`config.mk`:
```
export PLATFORM = sky130hd
export DESIGN_NAME = itc_timer
export DESIGN_NICKNAME = d
export VERILOG_FILES = /design/src/itc_pkg.sv /design/src/itc_timer.sv
export SDC_FILE = /design/constraint.sdc
export NUM_CORES = 1
export LEC_CHECK = 0
export ABC_AREA = 1
export BUFFER_PORTS_ARGS = -buffer_cell sky130_fd_sc_hd__buf_2
export CAP_MARGIN = 15
export CORE_UTILIZATION = 25
export DETAILED_ROUTE_END_ITERATION = 16
export GPL_ROUTABILITY_DRIVEN = 0
export GPL_TIMING_DRIVEN = 0
export PLACE_DENSITY_LB_ADDON = 0.15
export SYNTH_ARGS = -nofsm -noshare
export SYNTH_HDL_FRONTEND = slang
export SYNTH_SLANG_ARGS = --single-unit
export TNS_END_PERCENT = 20
```
`constraint.sdc`:
```
create_clock -name clk_sys -period 3.25 [get_ports clk_sys]
set_clock_uncertainty 0.2 [all_clocks]
set_input_delay 0.325 -clock clk_sys [delete_from_list [all_inputs] [get_ports clk_sys]]
set_output_delay 0.325 -clock clk_sys [all_outputs]
set_load 0.02 [all_outputs]
```
`src/itc_pkg.sv`:
```
// Summary of operation
// [RULE_01] Capture filter and edge bits: inert storage.
// [RULE_02] Control B bit 5 reads zero, ignores writes.
// [RULE_03] Wave mode joins control B and A bits.
// [RULE_04] Modes 0x0 to 0x7 decoded as listed.
// [RULE_05] Modes 0x8 to 0xF decoded as listed.
// [RULE_06] Tick select: stop, divide 1 to 1024.
// [RULE_07] Software uses no external pin clock.
// [RULE_08] Force write matches only in non-PWM modes.
// [RULE_09] Forced match: no interrupt, no counter clear.
// [RULE_10] Forced match follows output mode, drives nothing.
// [RULE_11] Force bits are strobes reading zero.
// [RULE_12] Control C low bits reserved, read zero.
// [RULE_13] Counter readable and writable as byte pair.
// [RULE_14] Word access goes through temporary high byte.
// [RULE_15] One temporary byte shared by all registers.
// [RULE_16] Counter write blocks compare on next tick.
// [RULE_17] Software avoids changing a running counter.
// [RULE_18] Compare registers matched against counter continuously.
// [RULE_19] Output mode zero normal, others reserved.
// [RULE_20] High write parks; low write commits; low read latches.
// [RULE_21] Counter steps per tick, frozen when stopped.
package itc_pkg;
   // Register indices; the byte address is four times the index.
   localparam logic [9:0] IDX_CTRL_A = 10'h120;
   localparam logic [9:0] IDX_CTRL_B = 10'h121;
   localparam logic [9:0] IDX_CTRL_C = 10'h122;
   localparam logic [9:0] IDX_CNT_L  = 10'h124;
   localparam logic [9:0] IDX_CNT_H  = 10'h125;
   localparam logic [9:0] IDX_CAP_L  = 10'h126;
   localparam logic [9:0] IDX_CAP_H  = 10'h127;
   localparam logic [9:0] IDX_CMP_L  = 10'h128;
   localparam logic [9:0] IDX_CMP_H  = 10'h129;
   // Control B field positions and writable mask.
   localparam int         B_RES_BIT  = 5;
   localparam logic [7:0] B_WR_MASK  = 8'hdf;
   // Control C force strobe positions.
   localparam int         C_FORCE_A  = 7;
   localparam int         C_FORCE_B  = 6;
   localparam int         C_FORCE_C  = 5;
   // Reset values.
   localparam logic [7:0]  RST_BYTE  = 8'h00;
   localparam logic [15:0] RST_WORD  = 16'h0000;
   // Waveform modes.
   localparam logic [3:0] M_NORMAL   = 4'h0;
   localparam logic [3:0] M_PC8      = 4'h1;
   localparam logic [3:0] M_PC9      = 4'h2;
   localparam logic [3:0] M_PC10     = 4'h3;
   localparam logic [3:0] M_CTC_A    = 4'h4;
   localparam logic [3:0] M_FAST8    = 4'h5;
   localparam logic [3:0] M_FAST9    = 4'h6;
   localparam logic [3:0] M_FAST10   = 4'h7;
   localparam logic [3:0] M_PFC_CAP  = 4'h8;
   localparam logic [3:0] M_PFC_A    = 4'h9;
   localparam logic [3:0] M_PC_CAP   = 4'ha;
   localparam logic [3:0] M_PC_A     = 4'hb;
   localparam logic [3:0] M_CTC_A2   = 4'hc;
   localparam logic [3:0] M_RSVD     = 4'hd;
   localparam logic [3:0] M_FAST_CAP = 4'he;
   localparam logic [3:0] M_FAST_A   = 4'hf;
   // Tick selections.
   localparam logic [2:0] T_STOP     = 3'h0;
   localparam logic [2:0] T_DIV1     = 3'h1;
   localparam logic [2:0] T_DIV8     = 3'h2;
   localparam logic [2:0] T_DIV64    = 3'h3;
   localparam logic [2:0] T_DIV256   = 3'h4;
   localparam logic [2:0] T_DIV1024  = 3'h5;
   // Prescaler terminal masks.
   localparam logic [9:0] P_MASK8    = 10'h007;
   localparam logic [9:0] P_MASK64   = 10'h03f;
   localparam logic [9:0] P_MASK256  = 10'h0ff;
   localparam logic [9:0] P_MASK1024 = 10'h3ff;
   // Fixed top values.
   localparam logic [15:0] TOP8      = 16'h00ff;
   localparam logic [15:0] TOP9      = 16'h01ff;
   localparam logic [15:0] TOP10     = 16'h03ff;
   localparam logic [15:0] TOP_MAX   = 16'hffff;
   localparam logic [15:0] ONE16     = 16'h0001;
endpackage

```
`src/itc_timer.sv`:
```
`timescale 1ns/1ps
module itc_timer
   import itc_pkg::*;
(
   input  wire logic        clk_sys,
   input  wire logic        rst_n,
   input  wire logic        wb_cyc_i,
   input  wire logic        wb_stb_i,
   input  wire logic        wb_we_i,
   input  wire logic [11:0] wb_adr_i,
   input  wire logic [3:0]  wb_sel_i,
   input  wire logic [31:0] wb_dat_i,
   output logic      [31:0] wb_dat_o,
   output logic             wb_ack_o,
   output logic      [15:0] countValue,
   output logic      [2:0]  matchEvent,
   output logic      [2:0]  forcedMatch
);

   // Non-PWM modes are the only ones in which a force strobe acts.
   function automatic logic isPwm(input logic [3:0] m);
      isPwm = !(m == M_NORMAL || m == M_CTC_A || m == M_CTC_A2 ||
                m == M_RSVD);
   endfunction

   // Dual-slope modes count up to top and back down to zero.
   function automatic logic isDual(input logic [3:0] m);
      isDual = (m == M_PC8 || m == M_PC9 || m == M_PC10 ||
                m == M_PFC_CAP || m == M_PFC_A || m == M_PC_CAP ||
                m == M_PC_A);
   endfunction

   // Top value per mode; reserved mode runs like normal counting.
   function automatic logic [15:0] topOf(input logic [3:0]  m,
                                         input logic [15:0] cmpTop,
                                         input logic [15:0] capTop);
      case (m)
         M_PC8, M_FAST8: begin
            topOf = TOP8;
         end
         M_PC9, M_FAST9: begin
            topOf = TOP9;
         end
         M_PC10, M_FAST10: begin
            topOf = TOP10;
         end
         M_CTC_A, M_PFC_A, M_PC_A, M_CTC_A2, M_FAST_A: begin
            topOf = cmpTop;
         end
         M_PFC_CAP, M_PC_CAP, M_FAST_CAP: begin
            topOf = capTop;
         end
         default: begin
            topOf = TOP_MAX;
         end
      endcase
   endfunction

   // Prescaler tap for the selected division; reserved codes never tick.
   function automatic logic tickOf(input logic [2:0] s,
                                   input logic [9:0] p);
      case (s)
         T_DIV1: begin
            tickOf = 1'b1;
         end
         T_DIV8: begin
            tickOf = (p & P_MASK8) == P_MASK8;
         end
         T_DIV64: begin
            tickOf = (p & P_MASK64) == P_MASK64;
         end
         T_DIV256: begin
            tickOf = (p & P_MASK256) == P_MASK256;
         end
         T_DIV1024: begin
            tickOf = (p & P_MASK1024) == P_MASK1024;
         end
         default: begin
            tickOf = 1'b0;
         end
      endcase
   endfunction

   logic [7:0]  ctrlA;
   logic [7:0]  ctrlB;
   logic [7:0]  temp;
   logic [15:0] count;
   logic [15:0] cmpVal [3];
   logic [9:0]  prescale;
   logic        countDown;
   logic        matchBlock;
   logic [2:0]  hit;
   logic [7:0]  rdByte;

   // Bus decode: every access is taken on the edge that raises ack.
   wire        wbReq    = wb_cyc_i & wb_stb_i & ~wb_ack_o;
   wire        wrEn     = wbReq & wb_we_i & wb_sel_i[0];
   wire        rdEn     = wbReq & ~wb_we_i;
   wire [9:0]  idx      = wb_adr_i[11:2];
   wire [7:0]  wrByte   = wb_dat_i[7:0];
   // The capture register is never loaded, so it always holds reset.
   wire [15:0] capVal   = RST_WORD;

   // Control A low bits supply the lower half of the mode.
   wire [3:0]  waveMode = {ctrlB[4:3], ctrlA[1:0]};  // [RULE_03]
   wire [2:0]  tickSel  = ctrlB[2:0];
   wire        tick     = tickOf(tickSel, prescale);  // [RULE_06]
   wire [15:0] top      = topOf(waveMode, cmpVal[0],  // [RULE_04] [RULE_05]
                                capVal);
   wire        dual     = isDual(waveMode);
   wire        cntWrite = wrEn & (idx == IDX_CNT_L);  // [RULE_13]
   wire        forceWr  = wrEn & (idx == IDX_CTRL_C) &  // [RULE_08]
                          ~isPwm(waveMode);
   wire        atTop    = count >= top;
   wire        atZero   = count == RST_WORD;
   wire [15:0] stepUp   = count + ONE16;
   wire [15:0] stepDn   = count - ONE16;

   // Dual slope turns at top and zero; a zero top holds the count.
   wire [15:0] dualNext = countDown ? (atZero ? stepUp : stepDn) :
                          (atTop ? (top == RST_WORD ? count : stepDn) :
                           stepUp);
   wire        dualDir  = countDown ? ~atZero :
                          (atTop ? (top != RST_WORD) : 1'b0);
   // Single slope wraps to zero once top is reached or passed.
   wire [15:0] slopeNext = atTop ? RST_WORD : stepUp;

   // A counter write wins over a tick landing in the same cycle.
   wire [15:0] next_count = cntWrite ? {temp, wrByte} :  // [RULE_14] [RULE_20]
                            !tick ? count :  // [RULE_21]
                            dual ? dualNext : slopeNext;  // [RULE_21]
   wire        next_countDown = cntWrite ? 1'b0 :
                                !tick ? countDown :
                                dual ? dualDir : 1'b0;
   // The block is set by a write and outlives it by exactly one tick.
   wire        next_matchBlock = cntWrite ? 1'b1 :  // [RULE_16]
                                 tick ? 1'b0 : matchBlock;

   // High writes of the counter and compare registers park in the one shared byte.
   wire        hiWrite  = wrEn & (idx == IDX_CNT_H ||
                                  idx == IDX_CMP_H ||
                                  idx == IDX_CMP_H + 10'h002 ||
                                  idx == IDX_CMP_H + 10'h004);  // [RULE_15]
   wire        loRead   = rdEn & (idx == IDX_CNT_L || idx == IDX_CAP_L ||
                                  idx == IDX_CMP_L ||
                                  idx == IDX_CMP_L + 10'h002 ||
                                  idx == IDX_CMP_L + 10'h004);
   wire        hiRead   = idx == IDX_CNT_H || idx == IDX_CAP_H ||
                          idx == IDX_CMP_H ||
                          idx == IDX_CMP_H + 10'h002 ||
                          idx == IDX_CMP_H + 10'h004;
   wire [7:0]  loHigh   = (idx == IDX_CNT_L) ? count[15:8] :
                          (idx == IDX_CAP_L) ? capVal[15:8] :
                          (idx == IDX_CMP_L) ? cmpVal[0][15:8] :
                          (idx == IDX_CMP_L + 10'h002) ? cmpVal[1][15:8] :
                          cmpVal[2][15:8];
   wire [7:0]  next_temp = hiWrite ? wrByte :  // [RULE_20]
                           loRead ? loHigh : temp;  // [RULE_14]

   // Read selection; unmapped indices and all reserved bits read zero.
   always_comb begin
      rdByte = RST_BYTE;
      if (hiRead) begin
         rdByte = temp;  // [RULE_20]
      end else if (idx == IDX_CTRL_A) begin
         rdByte = ctrlA;
      end else if (idx == IDX_CTRL_B) begin
         rdByte = ctrlB & B_WR_MASK;  // [RULE_02]
      end else if (idx == IDX_CTRL_C) begin
         rdByte = RST_BYTE;  // [RULE_11] [RULE_12]
      end else if (idx == IDX_CNT_L) begin
         rdByte = count[7:0];
      end else if (idx == IDX_CMP_L) begin
         rdByte = cmpVal[0][7:0];
      end else if (idx == IDX_CMP_L + 10'h002) begin
         rdByte = cmpVal[1][7:0];
      end else if (idx == IDX_CMP_L + 10'h004) begin
         rdByte = cmpVal[2][7:0];
      end
   end

   // Bus answer: ack for exactly one cycle, data held until next read.
   always_ff @(posedge clk_sys or negedge rst_n) begin
      if (!rst_n) begin
         wb_ack_o <= 1'b0;
         wb_dat_o <= 32'h0000_0000;
      end else begin
         wb_ack_o <= wbReq;
         if (rdEn) begin
            wb_dat_o <= {24'h00_0000, rdByte};
         end
      end
   end

   // Control storage; the capture bits are kept but steer nothing.
   always_ff @(posedge clk_sys or negedge rst_n) begin
      if (!rst_n) begin
         ctrlA <= RST_BYTE;
         ctrlB <= RST_BYTE;
      end else begin
         if (wrEn && idx == IDX_CTRL_A) begin
            ctrlA <= wrByte;  // [RULE_19]
         end
         if (wrEn && idx == IDX_CTRL_B) begin
            ctrlB <= wrByte & B_WR_MASK;  // [RULE_01] [RULE_02]
         end
      end
   end

   // Prescaler is held clear while stopped so each start is aligned.
   always_ff @(posedge clk_sys or negedge rst_n) begin
      if (!rst_n) begin
         prescale <= 10'h000;
      end else if (tickSel == T_STOP) begin
         prescale <= 10'h000;
      end else begin
         prescale <= prescale + 10'h001;
      end
   end

   // Counter, direction, compare block and shared high byte.
   always_ff @(posedge clk_sys or negedge rst_n) begin
      if (!rst_n) begin
         count      <= RST_WORD;
         countDown  <= 1'b0;
         matchBlock <= 1'b0;
         temp       <= RST_BYTE;
      end else begin
         count      <= next_count;
         countDown  <= next_countDown;
         matchBlock <= next_matchBlock;
         temp       <= next_temp;
      end
   end

   // One compare channel per generate pass; low write commits the word.
   for (genvar i = 0; i < 3; i++) begin : g_cmp
      localparam logic [9:0] LO = IDX_CMP_L + 10'(2 * i);
      always_ff @(posedge clk_sys or negedge rst_n) begin
         if (!rst_n) begin
            cmpVal[i] <= RST_WORD;
         end else if (wrEn && idx == LO) begin
            cmpVal[i] <= {temp, wrByte};  // [RULE_14] [RULE_20]
         end
      end
      // Match is checked on each tick unless a counter write blocks it.
      assign hit[i] = tick & ~matchBlock &  // [RULE_18] [RULE_16]
                      (count == cmpVal[i]);
   end

   // Events: real matches, and forced strobes that raise no match event.
   always_ff @(posedge clk_sys or negedge rst_n) begin
      if (!rst_n) begin
         matchEvent  <= 3'h0;
         forcedMatch <= 3'h0;
         countValue  <= RST_WORD;
      end else begin
         matchEvent  <= hit;  // [RULE_09]
         forcedMatch <= forceWr ?  // [RULE_08] [RULE_10]
                        {wrByte[C_FORCE_C], wrByte[C_FORCE_B],
                         wrByte[C_FORCE_A]} : 3'h0;
         countValue  <= next_count;
      end
   end

   // Checker copy of the compare block: a counter write arms it and the
   // next tick spends it, so the block is held against its own model.
   logic chkArmed;
   always_ff @(posedge clk_sys or negedge rst_n) begin
      if (!rst_n) begin
         chkArmed <= 1'b0;
      end else if (cntWrite) begin
         chkArmed <= 1'b1;
      end else if (tick) begin
         chkArmed <= 1'b0;
      end
   end

   // Bus, register, counting and force checks.
   a_ack_single: assert property (
      @(posedge clk_sys) disable iff (!rst_n)
      wbReq |=> wb_ack_o ##1 !wb_ack_o)
      else $error("ack not a single cycle after request");
   a_res_bit_zero: assert property (  // [RULE_02]
      @(posedge clk_sys) disable iff (!rst_n)
      ctrlB[B_RES_BIT] == 1'b0)
      else $error("control B bit 5 not zero");
   a_ctrl_c_zero: assert property (  // [RULE_11]
      @(posedge clk_sys) disable iff (!rst_n)
      rdEn && idx == IDX_CTRL_C |=> wb_dat_o == 32'h0000_0000)
      else $error("control C read not zero");
   a_block_next_tick: assert property (  // [RULE_16]
      @(posedge clk_sys) disable iff (!rst_n)
      chkArmed && tick |=> matchEvent == 3'h0)
      else $error("compare not blocked after counter write");
   a_stop_frozen: assert property (  // [RULE_21]
      @(posedge clk_sys) disable iff (!rst_n)
      tickSel == T_STOP && !cntWrite |=> count == $past(count))
      else $error("counter moved while stopped");
   a_step_up: assert property (  // [RULE_21]
      @(posedge clk_sys) disable iff (!rst_n)
      tick && !cntWrite && !dual && !atTop |=> count == $past(count) + ONE16)
      else $error("counter did not step by one");
   a_pwm_no_force: assert property (  // [RULE_08]
      @(posedge clk_sys) disable iff (!rst_n)
      wrEn && idx == IDX_CTRL_C && isPwm(waveMode) |=> forcedMatch == 3'h0)
      else $error("force acted in a PWM mode");
   a_force_pass: assert property (  // [RULE_08]
      @(posedge clk_sys) disable iff (!rst_n)
      forceWr && wrByte[C_FORCE_A] |=> forcedMatch[0] && matchEvent == 3'h0
                                        || $past(hit) != 3'h0)
      else $error("forced match A missing or raised an event");
   a_force_no_clr: assert property (  // [RULE_09]
      @(posedge clk_sys) disable iff (!rst_n)
      forceWr && !tick |=> count == $past(count))
      else $error("forced match changed the counter");
   a_word_commit: assert property (  // [RULE_20]
      @(posedge clk_sys) disable iff (!rst_n)
      cntWrite |=> count == {$past(temp), $past(wrByte)})
      else $error("counter write not committed with temp");
   a_div8_tap: assert property (  // [RULE_06]
      @(posedge clk_sys) disable iff (!rst_n)
      tickSel == T_DIV8 && tick |-> (prescale & P_MASK8) == P_MASK8
                                    ##1 (!tick || tickSel != T_DIV8))
      else $error("divide by eight tick misplaced");

   // Further guards on the bus, control B, the byte pairing, the count sequence, the taps and the force strobes.
   a_ack_idle: assert property (
      @(posedge clk_sys) disable iff (!rst_n)
      !wbReq |=> !wb_ack_o)
      else $error("ack without a request");
   a_ctrl_b_keep: assert property (  // [RULE_01]
      @(posedge clk_sys) disable iff (!rst_n)
      wrEn && idx == IDX_CTRL_B |=> ctrlB == ($past(wrByte) & B_WR_MASK))
      else $error("control B write not stored");
   a_hi_read_temp: assert property (  // [RULE_14]
      @(posedge clk_sys) disable iff (!rst_n)
      rdEn && hiRead |=> wb_dat_o[7:0] == $past(temp))
      else $error("high byte read not from temp");
   a_hi_write_temp: assert property (  // [RULE_20]
      @(posedge clk_sys) disable iff (!rst_n)
      hiWrite |=> temp == $past(wrByte))
      else $error("high byte write not parked in temp");
   a_lo_read_latch: assert property (  // [RULE_20]
      @(posedge clk_sys) disable iff (!rst_n)
      loRead && idx == IDX_CNT_L |=> temp == 8'($past(count) >> 8))
      else $error("low byte read did not latch high byte");
   a_cmp_commit: assert property (  // [RULE_14]
      @(posedge clk_sys) disable iff (!rst_n)
      wrEn && idx == IDX_CMP_L
      |=> cmpVal[0] == {$past(temp), $past(wrByte)})
      else $error("compare A write not committed with temp");
   a_count_port: assert property (  // [RULE_13]
      @(posedge clk_sys) disable iff (!rst_n)
      countValue == count)
      else $error("count port differs from counter");
   a_slope_wrap: assert property (  // [RULE_04]
      @(posedge clk_sys) disable iff (!rst_n)
      tick && !cntWrite && !dual && atTop |=> count == RST_WORD)
      else $error("single slope did not wrap at top");
   a_ctc_clear: assert property (  // [RULE_04]
      @(posedge clk_sys) disable iff (!rst_n)
      waveMode == M_CTC_A && tick && !cntWrite && count == cmpVal[0]
      |=> count == RST_WORD)
      else $error("clear on match did not clear");
   a_dual_turn: assert property (  // [RULE_04] [RULE_05]
      @(posedge clk_sys) disable iff (!rst_n)
      tick && !cntWrite && dual && !countDown && atTop && top != RST_WORD
      |=> countDown)
      else $error("dual slope did not turn at top");
   a_dual_down: assert property (  // [RULE_05]
      @(posedge clk_sys) disable iff (!rst_n)
      tick && !cntWrite && dual && countDown && !atZero
      |=> count == $past(count) - ONE16)
      else $error("dual slope did not step down");
   a_div1024_tap: assert property (  // [RULE_06]
      @(posedge clk_sys) disable iff (!rst_n)
      tickSel == T_DIV1024 && tick |-> prescale == P_MASK1024)
      else $error("divide by 1024 tick misplaced");
   a_bad_sel_idle: assert property (  // [RULE_06]
      @(posedge clk_sys) disable iff (!rst_n)
      tickSel > T_DIV1024 |-> !tick)
      else $error("reserved tick select ticked");
   a_force_idle: assert property (  // [RULE_11]
      @(posedge clk_sys) disable iff (!rst_n)
      !forceWr |=> forcedMatch == 3'h0)
      else $error("forced match without a strobe");

endmodule

```
==> results of run 1 <==
==> layout make-up <==
type,count,area (um^2)
Multi-Input combinational cell,849,4480
Sequential cell,114,2860
Fill cell,3470,21700
Inverter,130,495
Clock inverter,10,135
Buffer,65,404
Tap cell,402,503
Timing Repair Buffer,72,477
Clock buffer,21,450
==> metrics by stage <==
stage	cell area (um^2)	setup slack [ns]
after floorplan	8060	0.546
after detailed placement	8870	-0.347
after CTS	9540	0.00365
after global placement	8840	-0.328
after global routing	9800	-0.0273
final	9800	0.166
==> logic make-up (layout without fill, tap and decap cells) <==
kind of cell | after synthesis | after routing | synth area share
AO/OA/AOI/OAI | 180 | 180 | 0.126
XOR/XNOR | 54 | 54 | 0.0593
adder cells (fa/ha/maj) | 21 | 21 | 0.0329
buffers and inverters | 195 | 298 | 0.110
flip-flops | 114 | 114 | 0.358
other | 1 | 24 | 0.000470
AND/OR/NAND/NOR | 569 | 570 | 0.314
==> registers in the layout, indices dropped and copies added (netlist names) <==
register and count:
countDown 1, forcedMatch 3, ctrlB 7, countValue 16, matchEvent 3, prescale 10, temp 8, wb_dat_o 8
ctrlA 8, wb_ack_o 1, cmpVal 48, matchBlock 1
==> metal layers <==
| layer | global-route usage | up-vias | share of wire |
|---|---|---|---|
| met5 | 0 | - | 0 |
| met4 | 0.0626 | 0 | 0.025 |
| met3 | 0.0305 | 41 | 0.039 |
| met2 | 0.307 | 196 | 0.46 |
| met1 | 0.256 | 3740 | 0.47 |
| li1 | - | 3877 | - |
==> tightest hold or removal path: cells and delay by family <==
kind	cells	cell delay, ns
buffers and inverters	1	0.09
AOI/OAI and AO/OA	2	0.18
==> worst min path at each step <==
stage                     start     endpoint  slack, ns  cells after the start
finish              wb_dat_i[6]      temp[6]       0.03                      3
global route        wb_dat_i[0]      temp[0]       0.06                      3
CTS                 wb_dat_i[0]      temp[0]       0.02                      3
detailed placement        rst_n   cmpVal[27]       0.09                      1
global placement    prescale[0]  prescale[0]       0.25                      1
floorplan                 rst_n    cmpVal[0]      -0.17                      0
==> cell usage in the layout, fill, tap and decap left out, types with 15 or more instances in the layout <==
cell / n
a21oi_1: 39
buf_2: 70
buf_4: 36
clkbuf_1: 21
clkbuf_16: 19
conb_1: 24
dfrtp_1: 111
ha_1: 18
inv_1: 116
nand2_1: 296
nand3_1: 71
nand4_1: 28
nor2_1: 111
nor3_1: 15
o21ai_0: 94
xor2_1: 51
==> what timing repair did <==
action	CTS	global route
endpoints found under the setup margin	17	17
pin swaps	1	11
setup buffers	1	10
gates cloned	0	3
gates resized for setup	10	31
hold buffers	4	0
hold endpoints to repair	45	0
==> cells in the mapped netlist, drive strengths merged, types with 4 or more instances <==
master	n
nor4	7
o22ai	8
clkbuf	19
o21ai	102
xor2	51
o211ai	7
nand3	78
nor2	120
inv	127
nand2	312
dfrtp	114
ha	21
nor3	21
a221oi	9
nand4	28
a22oi	4
buf	46
a21oi	42
==> power by group <==
group          internal [mW]  switching (mW)
sequential              1.46          0.0457
combinational          0.220           0.486
clock                   1.22           0.721
total                   2.90            1.25
==> run metrics, run 1 <==
Initial Util=0.253; Worst Setup SP=ctrlA[1]; HP Class=input pin to flop; global-route wire length before repair=46.5 mm; io pins=108; Die Y=181 um; sequential fraction of the synthesis area=0.358; Max-cap violations=0; final core occ=0.312; cells after synthesis=1134; top post-synthesis cells by area=dfrtp_1 (36%), nand2_1 (14%), o21ai_0 (6.0%), xor2_1 (5.6%), inv_1 (5.5%); fin cells=1663; Synth cell types=45; Worst Path Max Fanout=6; DR DRC count=0; antenna-violating nets left=0; WP depth=20; Most used DFF post-synth=dfrtp_1; CP arrival=3.19 ns; synthesis warning total=0; top-area cell type share of the netlist area=0.358; number of global-route vias before repair=7695; Core Rows=65; die area=0.0326 mm^2; total CTS buffers=17; Antenna diodes=0; layout cells sized above 1=0.164; Fmax=0.324 GHz; Worst Reg-to-Reg Cells=20; DR vias=7854; CP peak stage delay=0.47 ns; last element of the critical path=countValue[14]; Worst-Margin Slew=0.635 ns; RSZ-0062 raised after global routing=yes; VDD IR max=0.317 mV; P&R area growth vs syn=22.9%; overall routing resource usage=0.190; Lkg Pwr=4.87 nW; Clock Latency Late Sink=0.42 ns; final hold vios=0; overall routed net length=30.6 mm; Reg-to-Reg Start=ctrlA[1]; cell mode on critical path=nand2_1; Post-Syn Area=0.00798 mm^2; final setup violation count=0; Worst EP required=3.36 ns; R2R setup slack=0.17 ns; CTS tree=built; clock sink count=114; Critical Path Source Type=flop; max-slew violation count=0; Worst setup EP type=flop; DR iter-0 viols=527; minimum clock period=3.08 ns; DRT Pass-1 Iters=5; Final Cycle Share=0.949; Avg Inst Size Synth=7.03 um^2; Die Wd=181 um; end of the worst register-to-register path=countValue[14]; Top Family by Delay on Critical Path=simple AND/OR/NAND/NOR gates; CTS HTree Levels=4; WL/cell=18.4 um; Yosys top cell by area=dfrtp_1; largest net degree at the start of global routing=72; DR vias/cell=4.72; Clock Path Buffers=2; Rel. slew slack=0.577; Slowest cell on crit path=dfrtp_2; Layout Nets=1323; flops & latches, synth=114; Post-DP HPWL=23.3 mm; I/O Buffers=54; root buf cell=clkbuf_16; grt ovf=0; Core Box Area=0.0315 mm^2; Cells after DPL=1614; Pwr Density=424 mW/mm^2; clk slew on worst S/H paths=0.06 ns; TNS Setup=0 ns; final hold slack=0.0294 ns; number of flops mapped to enable cells by yosys=0; initial antenna violation count=0; total power draw=4.15 mW; Buf/Inv on CP=5; Post-synth ARST share=1.00; outcome=completed; critical path class=flop to flop; worst-path cell chain=inv_4 > nand3_4 > nand2_4 > clkbuf_16 > nand2_1 > nand3_1 > inv_1 > ha_1 > nand3_2 > nor3_4 > nand2_2 > nand3_4 > nand2_1 > inv_2 > nand2_4 > nand2_8 > buf_8 > nor2_2 > nand2_1 > nand2_1
No activity file was read; power rests on OpenSTA's default activity.
==> run 2: changes to the inputs <==
CTS_CLUSTER_SIZE = 20   (was default)
clock period = 4 ns   (was 3.25 ns; I/O delays follow)
==> run metrics, run 2 (same netlist as run 1, synthesis figures left out) <==
outcome=completed; final hold slack=0.0692 ns; number of global-route vias before repair=7670; DR DRC count=0; Post-DP HPWL=23.3 mm; WL/cell=18.2 um; grt ovf=0; DR vias/cell=4.70; clock sink count=114; worst hold path stage count=3; Filler cells=3504; DRT Pass-1 Iters=5; io pins=108; CP arrival=3.76 ns; max-slew violation count=0; VDD IR max=0.256 mV; DR iter-0 viols=519; placed inst area=0.00887 mm^2; Antenna diodes=0; Core Rows=65; Die Wd=181 um; CP peak stage delay=0.49 ns; critical path class=flop to flop; overall routed net length=29.9 mm; final setup violation count=0; Worst Reg-to-Reg Cells=20; global-route wire length before repair=46.2 mm; Layout Nets=1306; CTS tree=built; Worst Path Max Fanout=10; Worst setup EP type=flop; die area=0.0326 mm^2; Clock Latency Late Sink=0.42 ns; Critical Path Source Type=flop; antenna-violating nets left=0; largest net degree at the start of global routing=72; largest register by flop count=cmpVal; Worst EP required=4.13 ns; Worst-Margin Slew=0.663 ns; CTS HTree Levels=4; HP Class=input pin to flop; root buf cell=clkbuf_16; top flop regs=cmpVal (48), countValue (16), prescale (10); total CTS buffers=17; Slowest cell on crit path=dfrtp_1; Cells after DPL=1614; Clock Path Buffers=2; initial antenna violation count=0; Die Y=181 um; fin area=0.00947 mm^2; Core Box Area=0.0315 mm^2; Final Cycle Share=0.908; Max-cap violations=0; minimum clock period=3.63 ns; layout cells sized above 1=0.133; Initial Util=0.253; DR vias=7744; P&R area growth vs syn=18.7%; worst-path cell chain=inv_2 > nand2_4 > nand2_1 > nand2_2 > buf_6 > nand2_1 > nand2_1 > inv_1 > ha_1 > nand2_1 > inv_1 > nand3_1 > nor3_1 > nand2_1 > nand4_1 > clkbuf_1 > nand4_1 > nand3_1 > nand2_1 > o21ai_1; Largest register FFs=48; most frequent cells in the layout=nand2_1 (304), inv_1 (117), dfrtp_1 (114), nor2_1 (112), o21ai_0 (95); Pwr Density=353 mW/mm^2; Rel. slew slack=0.558; cell mode on critical path=nand2_1; final hold vios=0; TNS Setup=0 ns; final core occ=0.301; PostCTS Resize Cnt=0; clk slew on worst S/H paths=0.06 ns; commonest non-fill, non-tap cell in the layout=nand2_1; I/O Buffers=54; Fmax=0.275 GHz; overall routing resource usage=0.189; RSZ-0062 raised after global routing=no; Lkg Pwr=4.75 nW; fin cells=1646
[run 2: path summary, 6_finish.rpt]
kind                              from            end  slack (ns)
max in group asynchronous        rst_n  countValue[3]        2.61
min reg2reg                prescale[0]    prescale[0]        0.27
max reg2reg                   ctrlA[1]  countValue[4]        0.37
min                            wb_we_i    wb_dat_o[5]        0.07
min in group asynchronous        rst_n     cmpVal[27]        0.27
max                           ctrlA[1]  countValue[4]        0.37
[run 2: layer usage]
metal,share of wire,vias up,global-route usage
li1,-,3837,-
met1,0.47,3640,0.255
met2,0.46,224,0.303
met3,0.044,43,0.0305
met4,0.028,0,0.0670
met5,0,-,0
[run 2: worst max-delay path, delay by kind of cell (launching register included)]
kind | cells | cell delay, ns
buffers and inverters | 5 | 0.84
DFF | 1 | 0.49
adders and majority gates | 1 | 0.29
AOI/OAI and AO/OA | 1 | 0.09
and+or+nand+nor | 13 | 1.64
[run 2: power by group]
part	internal [mW]	switching [mW]	leakage [nW]
combinational	0.166	0.383	2.96
clock	0.989	0.581	0.275
sequential	1.19	0.0347	1.52
[run 2: area by class of cell]
class	instances	area, um^2	area share
Multi-Input combinational cell	848	4330	0.458
Clock buffer	21	450	0.0476
Sequential cell	114	2850	0.301
Inverter	130	488	0.0515
Timing Repair Buffer	56	314	0.0332
Clock inverter	10	135	0.0143
Buffer	65	389	0.0411
Tap cell	402	503	0.0531
[run 2: metrics by stage]
step / power [mW] / worst slack [ns]
after global placement: 1.79 / 0.422
final: 3.34 / 0.366
after CTS: 3.37 / 0.372
after floorplan: 1.58 / 1.30
after detailed placement: 1.79 / 0.403
after global routing: 3.48 / 0.110
[run 2: timing repair]
action | 4_1_cts | 5_1_grt
endpoints found under the setup margin | 0 | 0
endpoints found under the hold margin | 43 | 0
setup buffers | 0 | 0
hold buffers | 1 | 0
==> run 3: changes to the inputs <==
ABC_AREA = default   (was 1)
==> run metrics, run 3 <==
outcome=completed; fin cells=1332; VDD IR max=0.246 mV; final hold vios=0; Clock Path Buffers=2; final setup violation count=0; Cells after DPL=1298; Critical Path Source Type=flop; Final Cycle Share=0.949; number of flops mapped to enable cells by yosys=0; commonest non-fill, non-tap cell in the layout=dfrtp_1; Pwr Density=482 mW/mm^2; Post-DP HPWL=22.3 mm; Worst EP required=4.10 ns; synthesis warning total=0; global-route wire length before repair=44.5 mm; layout cells sized above 1=0.247; cells after synthesis=822; most frequent cells in the layout=dfrtp_1 (113), mux2_2 (64), buf_2 (58), nor2_1 (57), xor2_1 (56); worst hold path stage count=2; largest net degree at the start of global routing=81; clock sink count=114; Layout Nets=997; Rel. slew slack=0.228; CP arrival=3.90 ns; fin area=0.00945 mm^2; Initial Util=0.256; DR vias=6975; P&R area growth vs syn=20.1%; Worst-Margin Slew=1.15 ns; Filler cells=3280; Largest register FFs=48; top post-synthesis cells by area=dfrtp_1 (36%), mux2_2 (9.2%), xor2_1 (6.2%), ha_1 (3.3%), buf_4 (2.8%); Synth cell types=79; CTS HTree Levels=4; placed inst area=0.00877 mm^2; io pins=108; grt ovf=0; total power draw=4.56 mW; Core Box Area=0.0307 mm^2; top-area cell type share of the netlist area=0.363; Lkg Pwr=4.47 nW; DR DRC count=0; minimum clock period=3.80 ns; Max-cap violations=0; Avg Inst Size Synth=9.57 um^2; Yosys top cell by area=dfrtp_1; WL/cell=22.1 um; overall routing resource usage=0.185; Die Wd=179 um; DR vias/cell=5.24; Post-Syn Area=0.00787 mm^2; antenna-violating nets left=0; Post-synth ARST share=1.00; critical path class=flop to flop; Worst setup EP type=flop; TNS Setup=0 ns; overall routed net length=29.5 mm; number of global-route vias before repair=6951; sequential fraction of the synthesis area=0.363; I/O Buffers=54; flops & latches, synth=114; Clock Latency Late Sink=0.43 ns; max-slew violation count=0; top flop regs=cmpVal (48), countValue (16), prescale (10); Fmax=0.263 GHz; initial antenna violation count=0; Antenna diodes=0; DR iter-0 viols=584; Core Rows=64; Most used DFF post-synth=dfrtp_1; DRT Pass-1 Iters=13; R2R setup slack=0.20 ns; CTS tree=built; root buf cell=clkbuf_16; HP Class=input pin to flop; top-count cell post-synth=dfrtp_1; total CTS buffers=17; largest register by flop count=cmpVal; clk slew on worst S/H paths=0.06 ns; die area=0.0322 mm^2; Die Y=179 um; RSZ-0062 raised after global routing=no; Worst Path Max Fanout=10; Commonest cells post-synth=dfrtp_1 (114), mux2_2 (64), nor2_1 (57), xor2_1 (56), a21oi_1 (40); Worst Reg-to-Reg Cells=14
## run 3: through the flow
stage | util | worst slack, ns | hold slack (ns)
after floorplan | - | 0.586 | -0.0956
after global placement | 0.284 | -0.510 | 0.284
after detailed placement | 0.285 | -0.521 | 0.129
after CTS | 0.306 | 0.110 | 0.0653
after global routing | 0.307 | 0.0362 | 0.0962
final | 0.307 | 0.204 | 0.0733
## run 3: final timing paths
| kind | to | from |
|---|---|---|
| max in group asynchronous | ctrlA[0] | rst_n |
| worst min-delay path | wb_ack_o | wb_cyc_i |
| worst min register to register | prescale[0] | prescale[0] |
| worst max register to register | countValue[2] | ctrlB[4] |
| worst max-delay path | countValue[2] | ctrlB[4] |
| min in group asynchronous | prescale[1] | rst_n |
## run 3: critical path, stage by stage (launching register included)
cell and delay (ns):
dfrtp_1 0.36, clkbuf_1 0.17, clkbuf_2 0.25, a211o_1 0.27
a21oi_1 0.14, a21oi_1 0.08, ha_1 0.34, a21o_1 0.20
a211oi_2 0.40, nor2_1 0.11, a21o_1 0.23, a22oi_2 0.21
buf_4 0.23, nand2_1 0.18, o211a_1 0.33
## run 3: cells by family after synthesis
logic type               Yosys count  share of synthesized area
buffers and inverters            106                     0.0773
XOR/XNOR                          61                     0.0679
flip-flops                       114                      0.363
adder cells (fa/ha/maj)           22                     0.0347
multiplexers                      79                      0.111
AND/OR/NAND/NOR                  229                      0.154
AO/OA/AOI/OAI                    210                      0.192
other                              1                   0.000477
## run 3: layer usage
| metal | part of all wire | track usage | vias to the layer above |
|---|---|---|---|
| met3 | 0.043 | 0.0241 | 43 |
| met5 | 0 | 0 | - |
| met4 | 0.026 | 0.0724 | 0 |
| li1 | - | - | 3215 |
| met2 | 0.46 | 0.294 | 213 |
| met1 | 0.47 | 0.253 | 3504 |
## run 3: cell type report
class                   count  area (um^2)  area share
well taps                 396          495      0.0524
clock inverters            15          193      0.0204
repair buffers             60          342      0.0361
plain buffers              87          546      0.0577
inverters                  18         67.6     0.00715
multi-input cells         625         4530       0.479
clock buffers              17          425      0.0450
flip-flops and latches    114         2850       0.302
## run 3: timing repair
action	in CTS	in global routing
hold endpoints to repair	34	0
setup buffers	0	1
endpoints found under the setup margin	17	8
pin swaps	0	1
gates resized for setup	8	6
hold buffers	1	0
## run 3: where the power goes
group	total, mW	leakage (nW)	switching (mW)	internal [mW]
Combinational	1.49	2.64	0.948	0.544
Clock	1.64	0.302	0.639	0.999
Sequential	1.43	1.52	0.163	1.27
Total	4.56	4.47	1.75	2.81
